--- config.mk ---
export PLATFORM = sky130hd
export DESIGN_NAME = attenuator_dac_control
export DESIGN_NICKNAME = d
export VERILOG_FILES = /design/src/common/atten_pkg.sv /design/src/common/step_if.sv /design/src/hw/attenuator_dac_control.sv /design/src/hw/step_engine.sv
export SDC_FILE = /design/constraint.sdc
export NUM_CORES = 1
export LEC_CHECK = 0
export BUFFER_PORTS_ARGS = -buffer_cell sky130_fd_sc_hd__buf_2
export CORE_MARGIN = 2
export CORE_UTILIZATION = 30
export DETAILED_ROUTE_END_ITERATION = 8
export SLEW_MARGIN = 10
export SYNTH_ARGS = -nofsm -noshare
export SYNTH_HDL_FRONTEND = slang
export SYNTH_HIERARCHICAL = 1
export SYNTH_SLANG_ARGS = --single-unit
--- constraint.sdc ---
create_clock -name clock -period 3 [get_ports clock]
set_input_delay 0.3 -clock clock [delete_from_list [all_inputs] [get_ports clock]]
set_output_delay 0.3 -clock clock [all_outputs]
set_load 0.01 [all_outputs]
--- src/common/atten_pkg.sv ---
// constants and types shared by the attenuator DAC control block
package atten_pkg;

    // serial frame layout
    localparam int DATA_W = 10;
    localparam int FRAME_W = 13;
    localparam int CNT_W = 4;
    localparam logic [3:0] FRAME_BITS = 4'hD;
    localparam logic [3:0] HEADER_LAST = 4'h2;
    localparam logic [3:0] TX_FIRST_SHIFT = 4'h4;
    localparam int RW_POS = 12;
    localparam int ADDR_HI = 11;
    localparam int ADDR_LO = 10;

    // register indices and contents
    localparam logic [1:0] REG_DIRECT = 2'h0;
    localparam logic [1:0] REG_STEP_UP = 2'h1;
    localparam logic [1:0] REG_STEP_DOWN = 2'h2;
    localparam logic [1:0] REG_READBACK = 2'h3;
    localparam logic [9:0] REG_RESET = 10'h000;
    localparam int READBACK_EN_POS = 9;
    localparam int COMP_STATE_POS = 8;
    localparam logic [9:0] CODE_MAX = 10'h3FF;
    localparam logic [9:0] CODE_MIN = 10'h000;

    // positions in the synchronised pin vector
    localparam int PIN_SCLK = 0;
    localparam int PIN_CS_N = 1;
    localparam int PIN_DIN = 2;
    localparam int PIN_UP_N = 3;
    localparam int PIN_DOWN_N = 4;
    localparam int PIN_DAC_SEL = 5;
    localparam int PIN_STEP_MODE = 6;
    localparam int PIN_COMP = 7;
    localparam int PIN_COUNT = 8;
    localparam logic [7:0] PIN_RESET = 8'h9A;

    // interrupt events
    localparam int EV_WRITE_DONE = 0;
    localparam int EV_WRITE_DROP = 1;
    localparam int EV_COMP_TRIP = 2;
    localparam int EV_STEP_SAT = 3;
    localparam int EV_W = 4;
    localparam logic [3:0] EV_NONE = 4'h0;

    // interrupt register port
    localparam int BUS_ADDR_W = 4;
    localparam int BUS_DATA_W = 8;
    localparam logic [3:0] ADDR_IRQ_STATUS = 4'h0;
    localparam logic [3:0] ADDR_IRQ_ENABLE = 4'h4;
    localparam logic [3:0] ADDR_IRQ_CLEAR = 4'h8;
    localparam logic [7:0] BUS_ZERO = 8'h00;

    typedef enum logic [3:0] {
        FR_IDLE = 4'b0001,
        FR_HEADER = 4'b0010,
        FR_READ = 4'b0100,
        FR_WRITE = 4'b1000
    } frame_state_type;

endpackage

--- src/common/step_if.sv ---
// step requests from the control block and the stepped code coming back
`timescale 1ns/1ps
interface step_if;
    logic up_step;
    logic down_step;
    logic clear;
    logic [9:0] increment;
    logic [9:0] decrement;
    logic [9:0] code;
    logic saturated;

    modport engine (
        input up_step,
        input down_step,
        input clear,
        input increment,
        input decrement,
        output code,
        output saturated
    );

    modport control (
        output up_step,
        output down_step,
        output clear,
        output increment,
        output decrement,
        input code,
        input saturated
    );
endinterface

--- src/hw/attenuator_dac_control.sv ---
// serial register set, control-state selection and DAC code logic of the attenuator
//
// Our own choices: the register offsets and the plain strobed port.
`timescale 1ns/1ps
// What this block does
// with source select low and readback enable clear the DAC is off and the control pin rules.
// with source select high and readback enable clear both attenuators follow the DAC code.
// with select low and readback set the DAC runs and the comparator output falls when the control voltage passes it.
// with select high and readback set the DAC output is routed onto the control pin, for test only.
// four registers are reached by 13-bit serial frames carrying 10 data bits.
// a frame starts with the read/write bit, then two address bits, then the data.
// register 0 is the direct code, register 1 the step-up size, register 2 the step-down size.
// with the mode pin low register 0 is the DAC code and the step pulses are ignored.
// register 3 holds readback enable and reads back that bit with the comparator state.
// with the mode pin high the code is up-steps times register 1 less down-steps times register 2.
// the stepped code saturates at 1023 and at 0 instead of wrapping.
// a write lands only when chip select rises after all 13 bits, otherwise it is dropped.
// a read shifts the 10 register bits out MSB first and releases the output otherwise.
// in step mode both step pulse inputs low together clear the stepped code to zero.
module attenuator_dac_control
    import atten_pkg::*;
(
    input wire logic clock,
    input wire logic nrst,
    input wire logic clock_en,
    input wire logic spi_clk,
    input wire logic spi_cs_n,
    input wire logic spi_din,
    output logic spi_dout,
    output logic spi_dout_oe,
    input wire logic step_up_pulse_n,
    input wire logic step_down_pulse_n,
    input wire logic dac_source_select,
    input wire logic step_mode,
    input wire logic comparator_in,
    output logic comp_out,
    output logic [9:0] dac_code,
    output logic dac_enable,
    output logic ext_ctrl_switch,
    output logic dac_drive_switch,
    output logic compare_switch,
    input wire logic [3:0] reg_addr,
    input wire logic [7:0] reg_wdata,
    input wire logic reg_write,
    input wire logic reg_read,
    output logic [7:0] reg_rdata,
    output logic irq
);

    step_if steps ();

    step_engine engine (
        .clock(clock),
        .nrst(nrst),
        .clock_en(clock_en),
        .steps(steps)
    );

    function automatic logic reg_hit(input logic [1:0] addr, input logic [1:0] idx);
        reg_hit = (addr == idx);
    endfunction

    logic [7:0] pins;
    logic [7:0] sync1_q, sync1_d, sync2_q, sync2_d;
    logic sclk_prev_q, sclk_prev_d, cs_prev_q, cs_prev_d;
    logic up_prev_q, up_prev_d, down_prev_q, down_prev_d;
    frame_state_type state_q, state_d;
    logic [3:0] cnt_q, cnt_d;
    logic [12:0] shift_q, shift_d;
    logic [9:0] tx_q, tx_d;
    logic dout_q, dout_d, oe_q, oe_d;
    logic [9:0] reg0_q, reg0_d, reg1_q, reg1_d, reg2_q, reg2_d;
    logic readback_enable_bit_q, readback_enable_bit_d;
    logic comp_q, comp_d;
    logic [9:0] code_q, code_d;
    logic dac_en_q, dac_en_d, s_ext_q, s_ext_d, s_dac_q, s_dac_d, s_cmp_q, s_cmp_d;
    logic [3:0] status_q, status_d, enable_q, enable_d;
    logic [7:0] rdata_q, rdata_d;
    logic irq_q, irq_d;
    logic sclk_rise, sclk_fall, cs_rise, cs_fall;
    logic up_now, down_now, dac_sel, mode_sync;
    logic [3:0] events;
    logic [3:0] clear_mask;
    logic [9:0] read_value;

    assign pins = {comparator_in, step_mode, dac_source_select, step_down_pulse_n,
                   step_up_pulse_n, spi_din, spi_cs_n, spi_clk};

    // every pin is foreign to this clock, edges are found after two stages
    always_comb
    begin
        sync1_d = pins;
        sync2_d = sync1_q;
        sclk_prev_d = sync2_q[PIN_SCLK];
        cs_prev_d = sync2_q[PIN_CS_N];
        up_prev_d = sync2_q[PIN_UP_N];
        down_prev_d = sync2_q[PIN_DOWN_N];
    end

    assign sclk_rise = sync2_q[PIN_SCLK] & ~sclk_prev_q;
    assign sclk_fall = ~sync2_q[PIN_SCLK] & sclk_prev_q;
    assign cs_rise = sync2_q[PIN_CS_N] & ~cs_prev_q;
    assign cs_fall = ~sync2_q[PIN_CS_N] & cs_prev_q;
    assign up_now = sync2_q[PIN_UP_N];
    assign down_now = sync2_q[PIN_DOWN_N];
    assign dac_sel = sync2_q[PIN_DAC_SEL];
    assign mode_sync = sync2_q[PIN_STEP_MODE];

    always_comb
    begin
        // in a read only the header has been shifted, so the address sits at the bottom
        unique case (shift_q[1:0])
            REG_DIRECT: read_value = reg0_q;
            REG_STEP_UP: read_value = reg1_q;
            REG_STEP_DOWN: read_value = reg2_q;
            REG_READBACK: read_value = {readback_enable_bit_q, comp_q, 8'h00};
        endcase
    end

    // serial frame engine
    always_comb
    begin
        state_d = state_q;
        cnt_d = cnt_q;
        shift_d = shift_q;
        tx_d = tx_q;
        dout_d = dout_q;
        oe_d = oe_q;
        reg0_d = reg0_q;
        reg1_d = reg1_q;
        reg2_d = reg2_q;
        readback_enable_bit_d = readback_enable_bit_q;
        events = EV_NONE;
        if (sync2_q[PIN_CS_N])
        begin
            // a rising select ends any frame and releases the output at once
            state_d = FR_IDLE;
            oe_d = 1'b0;
            if (cs_rise && state_q == FR_WRITE && cnt_q == FRAME_BITS)
            begin
                events[EV_WRITE_DONE] = 1'b1;
                if (reg_hit(shift_q[ADDR_HI:ADDR_LO], REG_DIRECT))
                    reg0_d = shift_q[9:0];
                if (reg_hit(shift_q[ADDR_HI:ADDR_LO], REG_STEP_UP))
                    reg1_d = shift_q[9:0];
                if (reg_hit(shift_q[ADDR_HI:ADDR_LO], REG_STEP_DOWN))
                    reg2_d = shift_q[9:0];
                if (reg_hit(shift_q[ADDR_HI:ADDR_LO], REG_READBACK))
                    readback_enable_bit_d = shift_q[READBACK_EN_POS];
            end
            else if (cs_rise && (state_q == FR_WRITE || (state_q == FR_HEADER
                     && cnt_q != 4'h0)))
            begin
                events[EV_WRITE_DROP] = 1'b1;
            end
        end
        else
        begin
            unique case (state_q)
                FR_IDLE:
                begin
                    if (cs_fall)
                    begin
                        state_d = FR_HEADER;
                        cnt_d = 4'h0;
                        shift_d = 13'h0000;
                    end
                end
                FR_HEADER:
                begin
                    if (sclk_rise)
                    begin
                        shift_d = {shift_q[11:0], sync2_q[PIN_DIN]};
                        cnt_d = cnt_q + 4'h1;
                        if (cnt_q == HEADER_LAST)
                        begin
                            if (shift_q[1])
                                state_d = FR_READ;
                            else
                                state_d = FR_WRITE;
                        end
                    end
                end
                FR_READ:
                begin
                    if (cnt_q == 4'h3 && !oe_q && tx_q == 10'h000 && !dout_q)
                    begin
                        tx_d = read_value;
                        dout_d = read_value[9];
                        oe_d = 1'b1;
                        cnt_d = TX_FIRST_SHIFT;
                    end
                    else if (sclk_fall && cnt_q > TX_FIRST_SHIFT && cnt_q <= FRAME_BITS)
                    begin
                        tx_d = {tx_q[8:0], 1'b0};
                        dout_d = tx_q[8];
                    end
                    if (sclk_rise && cnt_q != 4'h3)
                    begin
                        cnt_d = (cnt_q < FRAME_BITS) ? cnt_q + 4'h1 : cnt_q;
                        // the host takes the last bit on this rise, so release only now
                        if (cnt_q >= FRAME_BITS)
                            oe_d = 1'b0;
                    end
                end
                FR_WRITE:
                begin
                    if (sclk_rise && cnt_q < FRAME_BITS)
                    begin
                        shift_d = {shift_q[11:0], sync2_q[PIN_DIN]};
                        cnt_d = cnt_q + 4'h1;
                    end
                end
                default:
                begin
                    state_d = FR_IDLE;
                end
            endcase
        end
        if (state_d == FR_IDLE)
        begin
            tx_d = 10'h000;
            dout_d = 1'b0;
        end
    end

    // control state, DAC code and comparator
    always_comb
    begin
        s_ext_d = ~dac_sel | readback_enable_bit_q;
        s_dac_d = dac_sel;
        s_cmp_d = ~dac_sel & readback_enable_bit_q;
        dac_en_d = dac_sel | readback_enable_bit_q;
        comp_d = s_cmp_q ? sync2_q[PIN_COMP] : 1'b1;
        code_d = mode_sync ? steps.code : reg0_q;
    end

    // step pulses count only in step mode, on a rising edge with the other pin high
    assign steps.up_step = mode_sync & up_now & ~up_prev_q & down_now & down_prev_q;
    assign steps.down_step = mode_sync & down_now & ~down_prev_q & up_now & up_prev_q;
    assign steps.clear = mode_sync & ~up_now & ~down_now;
    assign steps.increment = reg1_q;
    assign steps.decrement = reg2_q;

    // interrupt registers; a new event beats a clear in the same cycle
    always_comb
    begin
        clear_mask = (reg_write && reg_addr == ADDR_IRQ_CLEAR) ? reg_wdata[3:0] : EV_NONE;
        enable_d = (reg_write && reg_addr == ADDR_IRQ_ENABLE) ? reg_wdata[3:0] : enable_q;
        status_d = (status_q & ~clear_mask) | {steps.saturated, comp_q & ~comp_d,
                   events[EV_WRITE_DROP], events[EV_WRITE_DONE]};
        irq_d = |(status_d & enable_d);
        rdata_d = BUS_ZERO;
        if (reg_read)
        begin
            if (reg_addr == ADDR_IRQ_STATUS)
                rdata_d = {4'h0, status_q};
            else if (reg_addr == ADDR_IRQ_ENABLE)
                rdata_d = {4'h0, enable_q};
        end
    end

    always_ff @(posedge clock or negedge nrst)
    begin
        if (!nrst)
        begin
            sync1_q <= PIN_RESET;
            sync2_q <= PIN_RESET;
            sclk_prev_q <= 1'b0;
            cs_prev_q <= 1'b1;
            up_prev_q <= 1'b1;
            down_prev_q <= 1'b1;
            state_q <= FR_IDLE;
            cnt_q <= 4'h0;
            shift_q <= 13'h0000;
            tx_q <= 10'h000;
            dout_q <= 1'b0;
            oe_q <= 1'b0;
            reg0_q <= REG_RESET;
            reg1_q <= REG_RESET;
            reg2_q <= REG_RESET;
            readback_enable_bit_q <= 1'b0;
            comp_q <= 1'b1;
            code_q <= REG_RESET;
            dac_en_q <= 1'b0;
            s_ext_q <= 1'b1;
            s_dac_q <= 1'b0;
            s_cmp_q <= 1'b0;
            status_q <= EV_NONE;
            enable_q <= EV_NONE;
            rdata_q <= BUS_ZERO;
            irq_q <= 1'b0;
        end
        else if (clock_en)
        begin
            sync1_q <= sync1_d;
            sync2_q <= sync2_d;
            sclk_prev_q <= sclk_prev_d;
            cs_prev_q <= cs_prev_d;
            up_prev_q <= up_prev_d;
            down_prev_q <= down_prev_d;
            state_q <= state_d;
            cnt_q <= cnt_d;
            shift_q <= shift_d;
            tx_q <= tx_d;
            dout_q <= dout_d;
            oe_q <= oe_d;
            reg0_q <= reg0_d;
            reg1_q <= reg1_d;
            reg2_q <= reg2_d;
            readback_enable_bit_q <= readback_enable_bit_d;
            comp_q <= comp_d;
            code_q <= code_d;
            dac_en_q <= dac_en_d;
            s_ext_q <= s_ext_d;
            s_dac_q <= s_dac_d;
            s_cmp_q <= s_cmp_d;
            status_q <= status_d;
            enable_q <= enable_d;
            rdata_q <= rdata_d;
            irq_q <= irq_d;
        end
    end

    assign spi_dout = dout_q;
    assign spi_dout_oe = oe_q;
    assign comp_out = comp_q;
    assign dac_code = code_q;
    assign dac_enable = dac_en_q;
    assign ext_ctrl_switch = s_ext_q;
    assign dac_drive_switch = s_dac_q;
    assign compare_switch = s_cmp_q;
    assign reg_rdata = rdata_q;
    assign irq = irq_q;

endmodule

--- src/hw/step_engine.sv ---
// saturating up/down step accumulator for the stepped DAC code
`timescale 1ns/1ps
module step_engine
    import atten_pkg::*;
(
    input wire logic clock,
    input wire logic nrst,
    input wire logic clock_en,
    step_if.engine steps
);

    logic [9:0] code_q;
    logic [9:0] code_d;
    logic sat_q;
    logic sat_d;
    logic [10:0] sum;

    always_comb
    begin
        code_d = code_q;
        sat_d = 1'b0;
        sum = {1'b0, code_q} + {1'b0, steps.increment};
        if (steps.clear)
        begin
            code_d = CODE_MIN;
        end
        else if (steps.up_step)
        begin
            if (sum[10])
            begin
                code_d = CODE_MAX;
                sat_d = 1'b1;
            end
            else
            begin
                code_d = sum[9:0];
            end
        end
        else if (steps.down_step)
        begin
            if (steps.decrement > code_q)
            begin
                code_d = CODE_MIN;
                sat_d = 1'b1;
            end
            else
            begin
                code_d = code_q - steps.decrement;
            end
        end
    end

    always_ff @(posedge clock or negedge nrst)
    begin
        if (!nrst)
        begin
            code_q <= CODE_MIN;
            sat_q <= 1'b0;
        end
        else if (clock_en)
        begin
            code_q <= code_d;
            sat_q <= sat_d;
        end
    end

    assign steps.code = code_q;
    assign steps.saturated = sat_q;

endmodule
; After elaboration in Yosys (flattened, before gate mapping)
; Index checks and enable logic that the tools add are counted.
[classes]
add_sub_neg = 3
n_eq_ne = 23
mux = 54
reduce_logical = 38
n_lt_le_gt_ge = 5
n_bitwise = 32
[ops]
columns = op, n
row1 = 2-to-1 mux 10 bit, 11
row2 = 2-to-1 mux 4 bit, 15
row3 = one-hot mux 10 bit (4 select lines), 1
row4 = 2-to-1 mux 12 bit, 3
row5 = one-hot mux 12 bit (3 select lines), 1
row6 = AND reduction 4 bit, 5
row7 = 2-to-1 mux 1 bit, 19
row8 = AND 1 bit, 16
row9 = one-hot mux 4 bit (4 select lines), 1
row10 = logical AND 1 bit, 13
row11 = equality test 4 x 2 -> 1 bit (second input constant), 3
row12 = equality test 4 bit (second input constant), 3
row13 = one-hot mux 4 bit (3 select lines), 1
row14 = adder 10 x 10 -> 11 bit, 1
row15 = greater-than comparator 10 bit, 1
row16 = zero test 10 bit, 1
row17 = inverter 1 bit, 10
row18 = subtractor 10 bit, 1
row19 = nonzero test 3 bit, 3
row20 = AND 4 bit, 2
row21 = equality test 2 bit (second input constant), 4
row22 = equality test 4 x 1 -> 1 bit (second input constant), 2
row23 = equality test 4 x 3 -> 1 bit (second input constant), 2
row24 = 2-to-1 mux 8 bit, 1
row25 = other kinds (25), 35
[word_totals]
word_cells = 183
out_inout_bits = 26
inputBits = 25
register_bits = 126

; Depth between registers and ports, before layout
[depth]
word_depth = 10
ltp_mapped = 10
depth_no_buf = 9

; Hierarchy
; The synthesis kept the hierarchy.
[by_module_without_submodules]
columns = module, cells_per_inst, seq_area_each_um2, area_each_um2, n_inst
row1 = attenuator_dac_control, 444, 2770.2, 5275.1, 1
row2 = step_engine, 175, 275.3, 1427.6, 1

; Worst setup path after synthesis
; OpenSTA, ideal clock, no wires.
[synth_path]
path_kind = register to register
startpoint = register sync2_q[6]
endpoint = register engine.code_q[8], in the netlist engine/steps.code[8]
path_buffers = 3
required_time_ns = 2.878
period_less_slack_ns = 2.474
setup_slack_ns = 0.526
arrival_ns = 2.352
setup_time_ns = 0.122
path_stages_with_launch = 11
path_cell_list = dfrtp_1 clkbuf_1 buf_1 nand3_1 nor3b_1 nand2b_1 a21o_1 a31o_1 buf_6 nand2b_4 a32o_1
[synth_via]
elab_chain_cells = 6
word_cells_on_any_way = 14
classes_between = mux: 2 / bitwise: 10 / reduce/logical: 2
[synth_rtl]
columns = item, line
row1 = start: declaration, attenuator_dac_control.sv:64  ; logic [7:0] sync1_q, sync1_d, sync2_q, sync2_d;
row2 = start signal: assignment, attenuator_dac_control.sv:297  ; sync2_q <= sync2_d;
row3 = AND 1 bit * (4 in a row), attenuator_dac_control.sv:239  ; assign steps.up_step = mode_sync & up_now & ~up_prev_q & down_now & down_prev_q;
row4 = named net steps.up_step, step_if.sv:4  ; logic up_step;
row5 = nonzero test 3 bit (no source line) or 2-to-1 mux 10 bit (tied branches), -
row6 = AND reduction 2 bit (no source line) or 2-to-1 mux 10 bit (tied branches), -
row7 = end signal: assignment, step_engine.sv:62  ; code_q <= code_d;
row8 = end: declaration, step_engine.sv:12  ; logic [9:0] code_q;
; Mark *: on every way through the listed nets, which the timed path passes. The rest lies on a longest branch.
; A chain may end at the register's enable or synchronous reset.

; Final worst setup path
[layout_path]
startpoint = register engine.code_q[0], in the netlist engine/steps.code[0]
endpoint = register engine.code_q[8], in the netlist engine/steps.code[8]
[layout_via]
elab_chain_cells = 5
word_cells_on_any_way = 8
classes_between = add/sub: 2 / order compare: 1 / mux: 5
[layout_rtl]
columns = item, line
row1 = subtractor 10 bit or greater-than comparator 10 bit (tied branches), "step_engine.sv:48, step_engine.sv:41"
row2 = 2-to-1 mux 10 bit, step_engine.sv:41  ; if (steps.decrement > code_q)
row3 = 2-to-1 mux 10 bit, step_engine.sv:39  ; else if (steps.down_step)
row4 = 2-to-1 mux 10 bit *, step_engine.sv:27  ; else if (steps.up_step)
row5 = 2-to-1 mux 10 bit *, step_engine.sv:23  ; if (steps.clear)
; Mark *: on every way between the ends. The rest lies on a longest branch, timed or not. The select of a mux whose other input is x is not followed.

==> impl_results.md <==
- Minimum clock period: 2620 ps
- Die height: 153 um
- Clock power share: 37.2%
- Post-synthesis sequential area ratio: 45.4%
- Synth-to-Final Area Change: 17.2%
- Post-synth top area share: 39.9%
- Most common cell after layout, fill and taps aside: dfrtp_1
- YS warnings: 6
- # IOs: 51
- Crit path kind: reg -> reg
- Hold path depth: 2
- Synth Flop Type: dfrtp_1
- P_leak: 3.54 nW
- Post-layout net count: 718
- Worst EP arrival: 2920 ps
- Most frequent cells in the layout: dfrtp_1, mux2_2, nor2_1, a21oi_1, buf_2
- Syn Inst Count: 619
- Largest family of logic cells by synthesized area: compound AO/OA/AOI/OAI gates
- Compound-Gate Fraction of Synth Area: 17.1%
- IO buf count: 42
- CTS tree: done
- Max VDD drop: 0.303 mV
- Dpl cells: 926
- Top post-synthesis cells by area: dfrtp_1, mux2_2, dfstp_2, ha_1, mux2i_1
- Adder-Cell Fraction of Synth Area: 5.26%
- First-pass DRT Iterations: 4
- Setup Skew: 9.64 ps
- Post-route setup TNS: 0 ps
- Vias: 4953
- Final Instance Count excl. Fillers: 959
- DRC Markers: 0
- Core ar.: 21900 um2
- Worst setup SP type: flip-flop
- Initial antenna violation count: 0
- Num CTS Buffers: 17
- Post-Synth Simple-Gate Area: 11.4%
- Reg2reg path depth: 8
- Sw Pwr: 1.72 mW
- Worst rel slew slack: 33.6%
- Mapped Area: 6700 um2
- Fmax: 381 MHz
- Gate power share: 26.9%
- Worst setup EP type: flip-flop
- Final setup violation count: 0
- Antenna-violating nets left: 0
- Slew Viols, Final: 0
- Worst-path maximum fanout: 10
- Mux contribution to synthesized area: 15.2%
- Post-synth EDFFs: 0
- Root Buffer: clkbuf_16
- Avg Cell Area, Syn: 10.8 um2
- Post-Place Setup Slack: 386 ps
- Tot Pwr: 5.51 mW
- Total GRT Usage: 13.6%
- Die width: 153 um
- GP Congestion: 0.804
- Sw frac: 31.2%
- Rows: 54
- Final period util: 87.5%
- FF+latch count, synth: 121
- Initial cell density of the core: 30.6%
- RSZ-0062 raised after global routing: no
- Die area: 23600 um2
- Hold Path Class: in -> reg
- Synth unique cells: 73
- Routed length per placed instance: 16.2 um
- Status: completed
- Worst slew pin tran: 995 ps
- First-pass GRT wire length: 25600 um
- Final HPWL DP: 11100 um
- Largest net degree at the start of global routing: 58
- # clock sinks: 121
- Yosys top cell by area: dfrtp_1
- Power density cells: 701 nW/um2
- CTS max path bufs: 2
- Reg power frac: 35.9%
- Hold Violations, Final: 0
- Maxcap violations: 0
- Layout cells sized above 1: 27.1%
- Post-Route WL: 15500 um
- Xor-xnor portion of the synthesized cell area: 1.44%
- GRT overflow: 0
- Setup WS post-layout: 376 ps
- Placement Cell Area: 7250 um2
- Int Pwr: 3.79 mW
- Post-Layout Inst Area: 7860 um2
- CTS clk-pin slew, worst paths: 50 ps
- Worst path required time: 3300 ps
- DRT iter0 DRCs: 388
- Async SR Flop Fraction: 100%
- H-tree Lvls: 4
- Via density: 5.16
- Worst skew pair latency: 420 ps
- Vias in the first global route: 4872
- Diode count: 0
final timing paths:
kind                                       from                    to  slack (ps)
setup / recovery           engine/steps.code[0]  engine/steps.code[8]         380
hold / removal                          spi_clk            sync1_q[0]         110
setup reg to reg           engine/steps.code[0]  engine/steps.code[8]         380
hold reg to reg                    reg_rdata[2]          reg_rdata[2]         480
max in group asynchronous                  nrst            sync1_q[3]        1700
min in group asynchronous                  nrst      dac_drive_switch         490
power by group through the flow:
stage / clock, mW / combinational (mW) / sequential (mW)
detailed placement: 0 / 1.47 / 2.00
CTS: 2.10 / 1.48 / 1.97
floorplan: 0 / 1.15 / 1.94
global route: 2.17 / 1.63 / 2.00
finish: 2.05 / 1.48 / 1.98
global placement: 0 / 1.45 / 2.00
metal layers:
metal | share of wire (%) | up-vias | GRT usage (%)
li1 | - | 2374 | -
met1 | 49 | 2458 | 18.6
met2 | 46 | 105 | 21.1
met3 | 4.0 | 16 | 3.06
met4 | 1.4 | 0 | 5.29
met5 | 0 | - | 0
cells by family (layout without fill, tap and decap cells):
family	count (synthesis)	after routing
other	1	4
and+or+nand+nor	140	140
adders and majority gates	27	27
muxes	91	91
DFF	121	121
buffers and inverters	65	122
xor gates and xnor gates	11	11
AOI/OAI and AO/OA	163	163
per-stage QoR:
stage | hold WS, ps | util [%]
global route | 98.3 | 35.9
CTS | 95.4 | 35.9
global placement | 417 | 33.1
floorplan | 4.41 | -
finish | 112 | 35.9
detailed placement | 419 | 33.1
layout make-up:
type,instances,area [um2]
fill,2217,14000
multi-input combinational,436,3400
timing repair buffer,58,348
clock buffer,25,505
sequential,121,3050
tap,280,350
clock inverter,7,91.3
inverter,32,120
state kept, by name, indices dropped and copies added (netlist names), 4 cells and up:
| register | cells |
|---|---|
| reg0_q | 10 |
| state_q | 4 |
| status_q | 4 |
| shift_q | 12 |
| sync2_q | 8 |
| enable_q | 4 |
| tx_q | 10 |
| engine/steps.code | 10 |
| reg2_q | 10 |
| reg_rdata | 4 |
| reg1_q | 10 |
| cnt_q | 4 |
| sync1_q | 8 |
| dac_code | 10 |
synth_stat cells, types with 3 or more instances:
library cell / n
a211o_1: 3
a21o_1: 7
a21oi_1: 44
a22o_1: 14
a31o_2: 6
a31oi_1: 9
a41oi_1: 4
and3_1: 6
buf_1: 5
buf_2: 5
buf_4: 4
clkbuf_1: 18
dfrtp_1: 107
dfstp_2: 14
ha_1: 25
inv_1: 31
mux2_2: 62
mux2i_1: 25
nand2_1: 23
nand2b_1: 8
nand3_1: 12
nor2_1: 44
nor2b_1: 7
nor3_1: 8
nor3_4: 3
nor3b_1: 4
nor4_1: 3
o21a_1: 5
o21ai_0: 19
o2bb2ai_1: 16
o31ai_1: 7
or3_1: 5
xnor2_1: 6
xor2_1: 5
worst max-delay path, stage by stage (launching register included):
cell       delay, ps
dfrtp_1          410
ha_1             240
fa_1             430
a211o_1          350
a21oi_2          200
a2bb2oi_2        100
a31o_1           350
nand2b_4         180
a32o_1           250
repair_timing:
item | CTS | global route
hold endpoints to repair | 48 | 0
hold buffers | 1 | 0
gates resized for setup | 0 | 0
setup buffers | 0 | 0
Power figures use the tool's default switching activity.
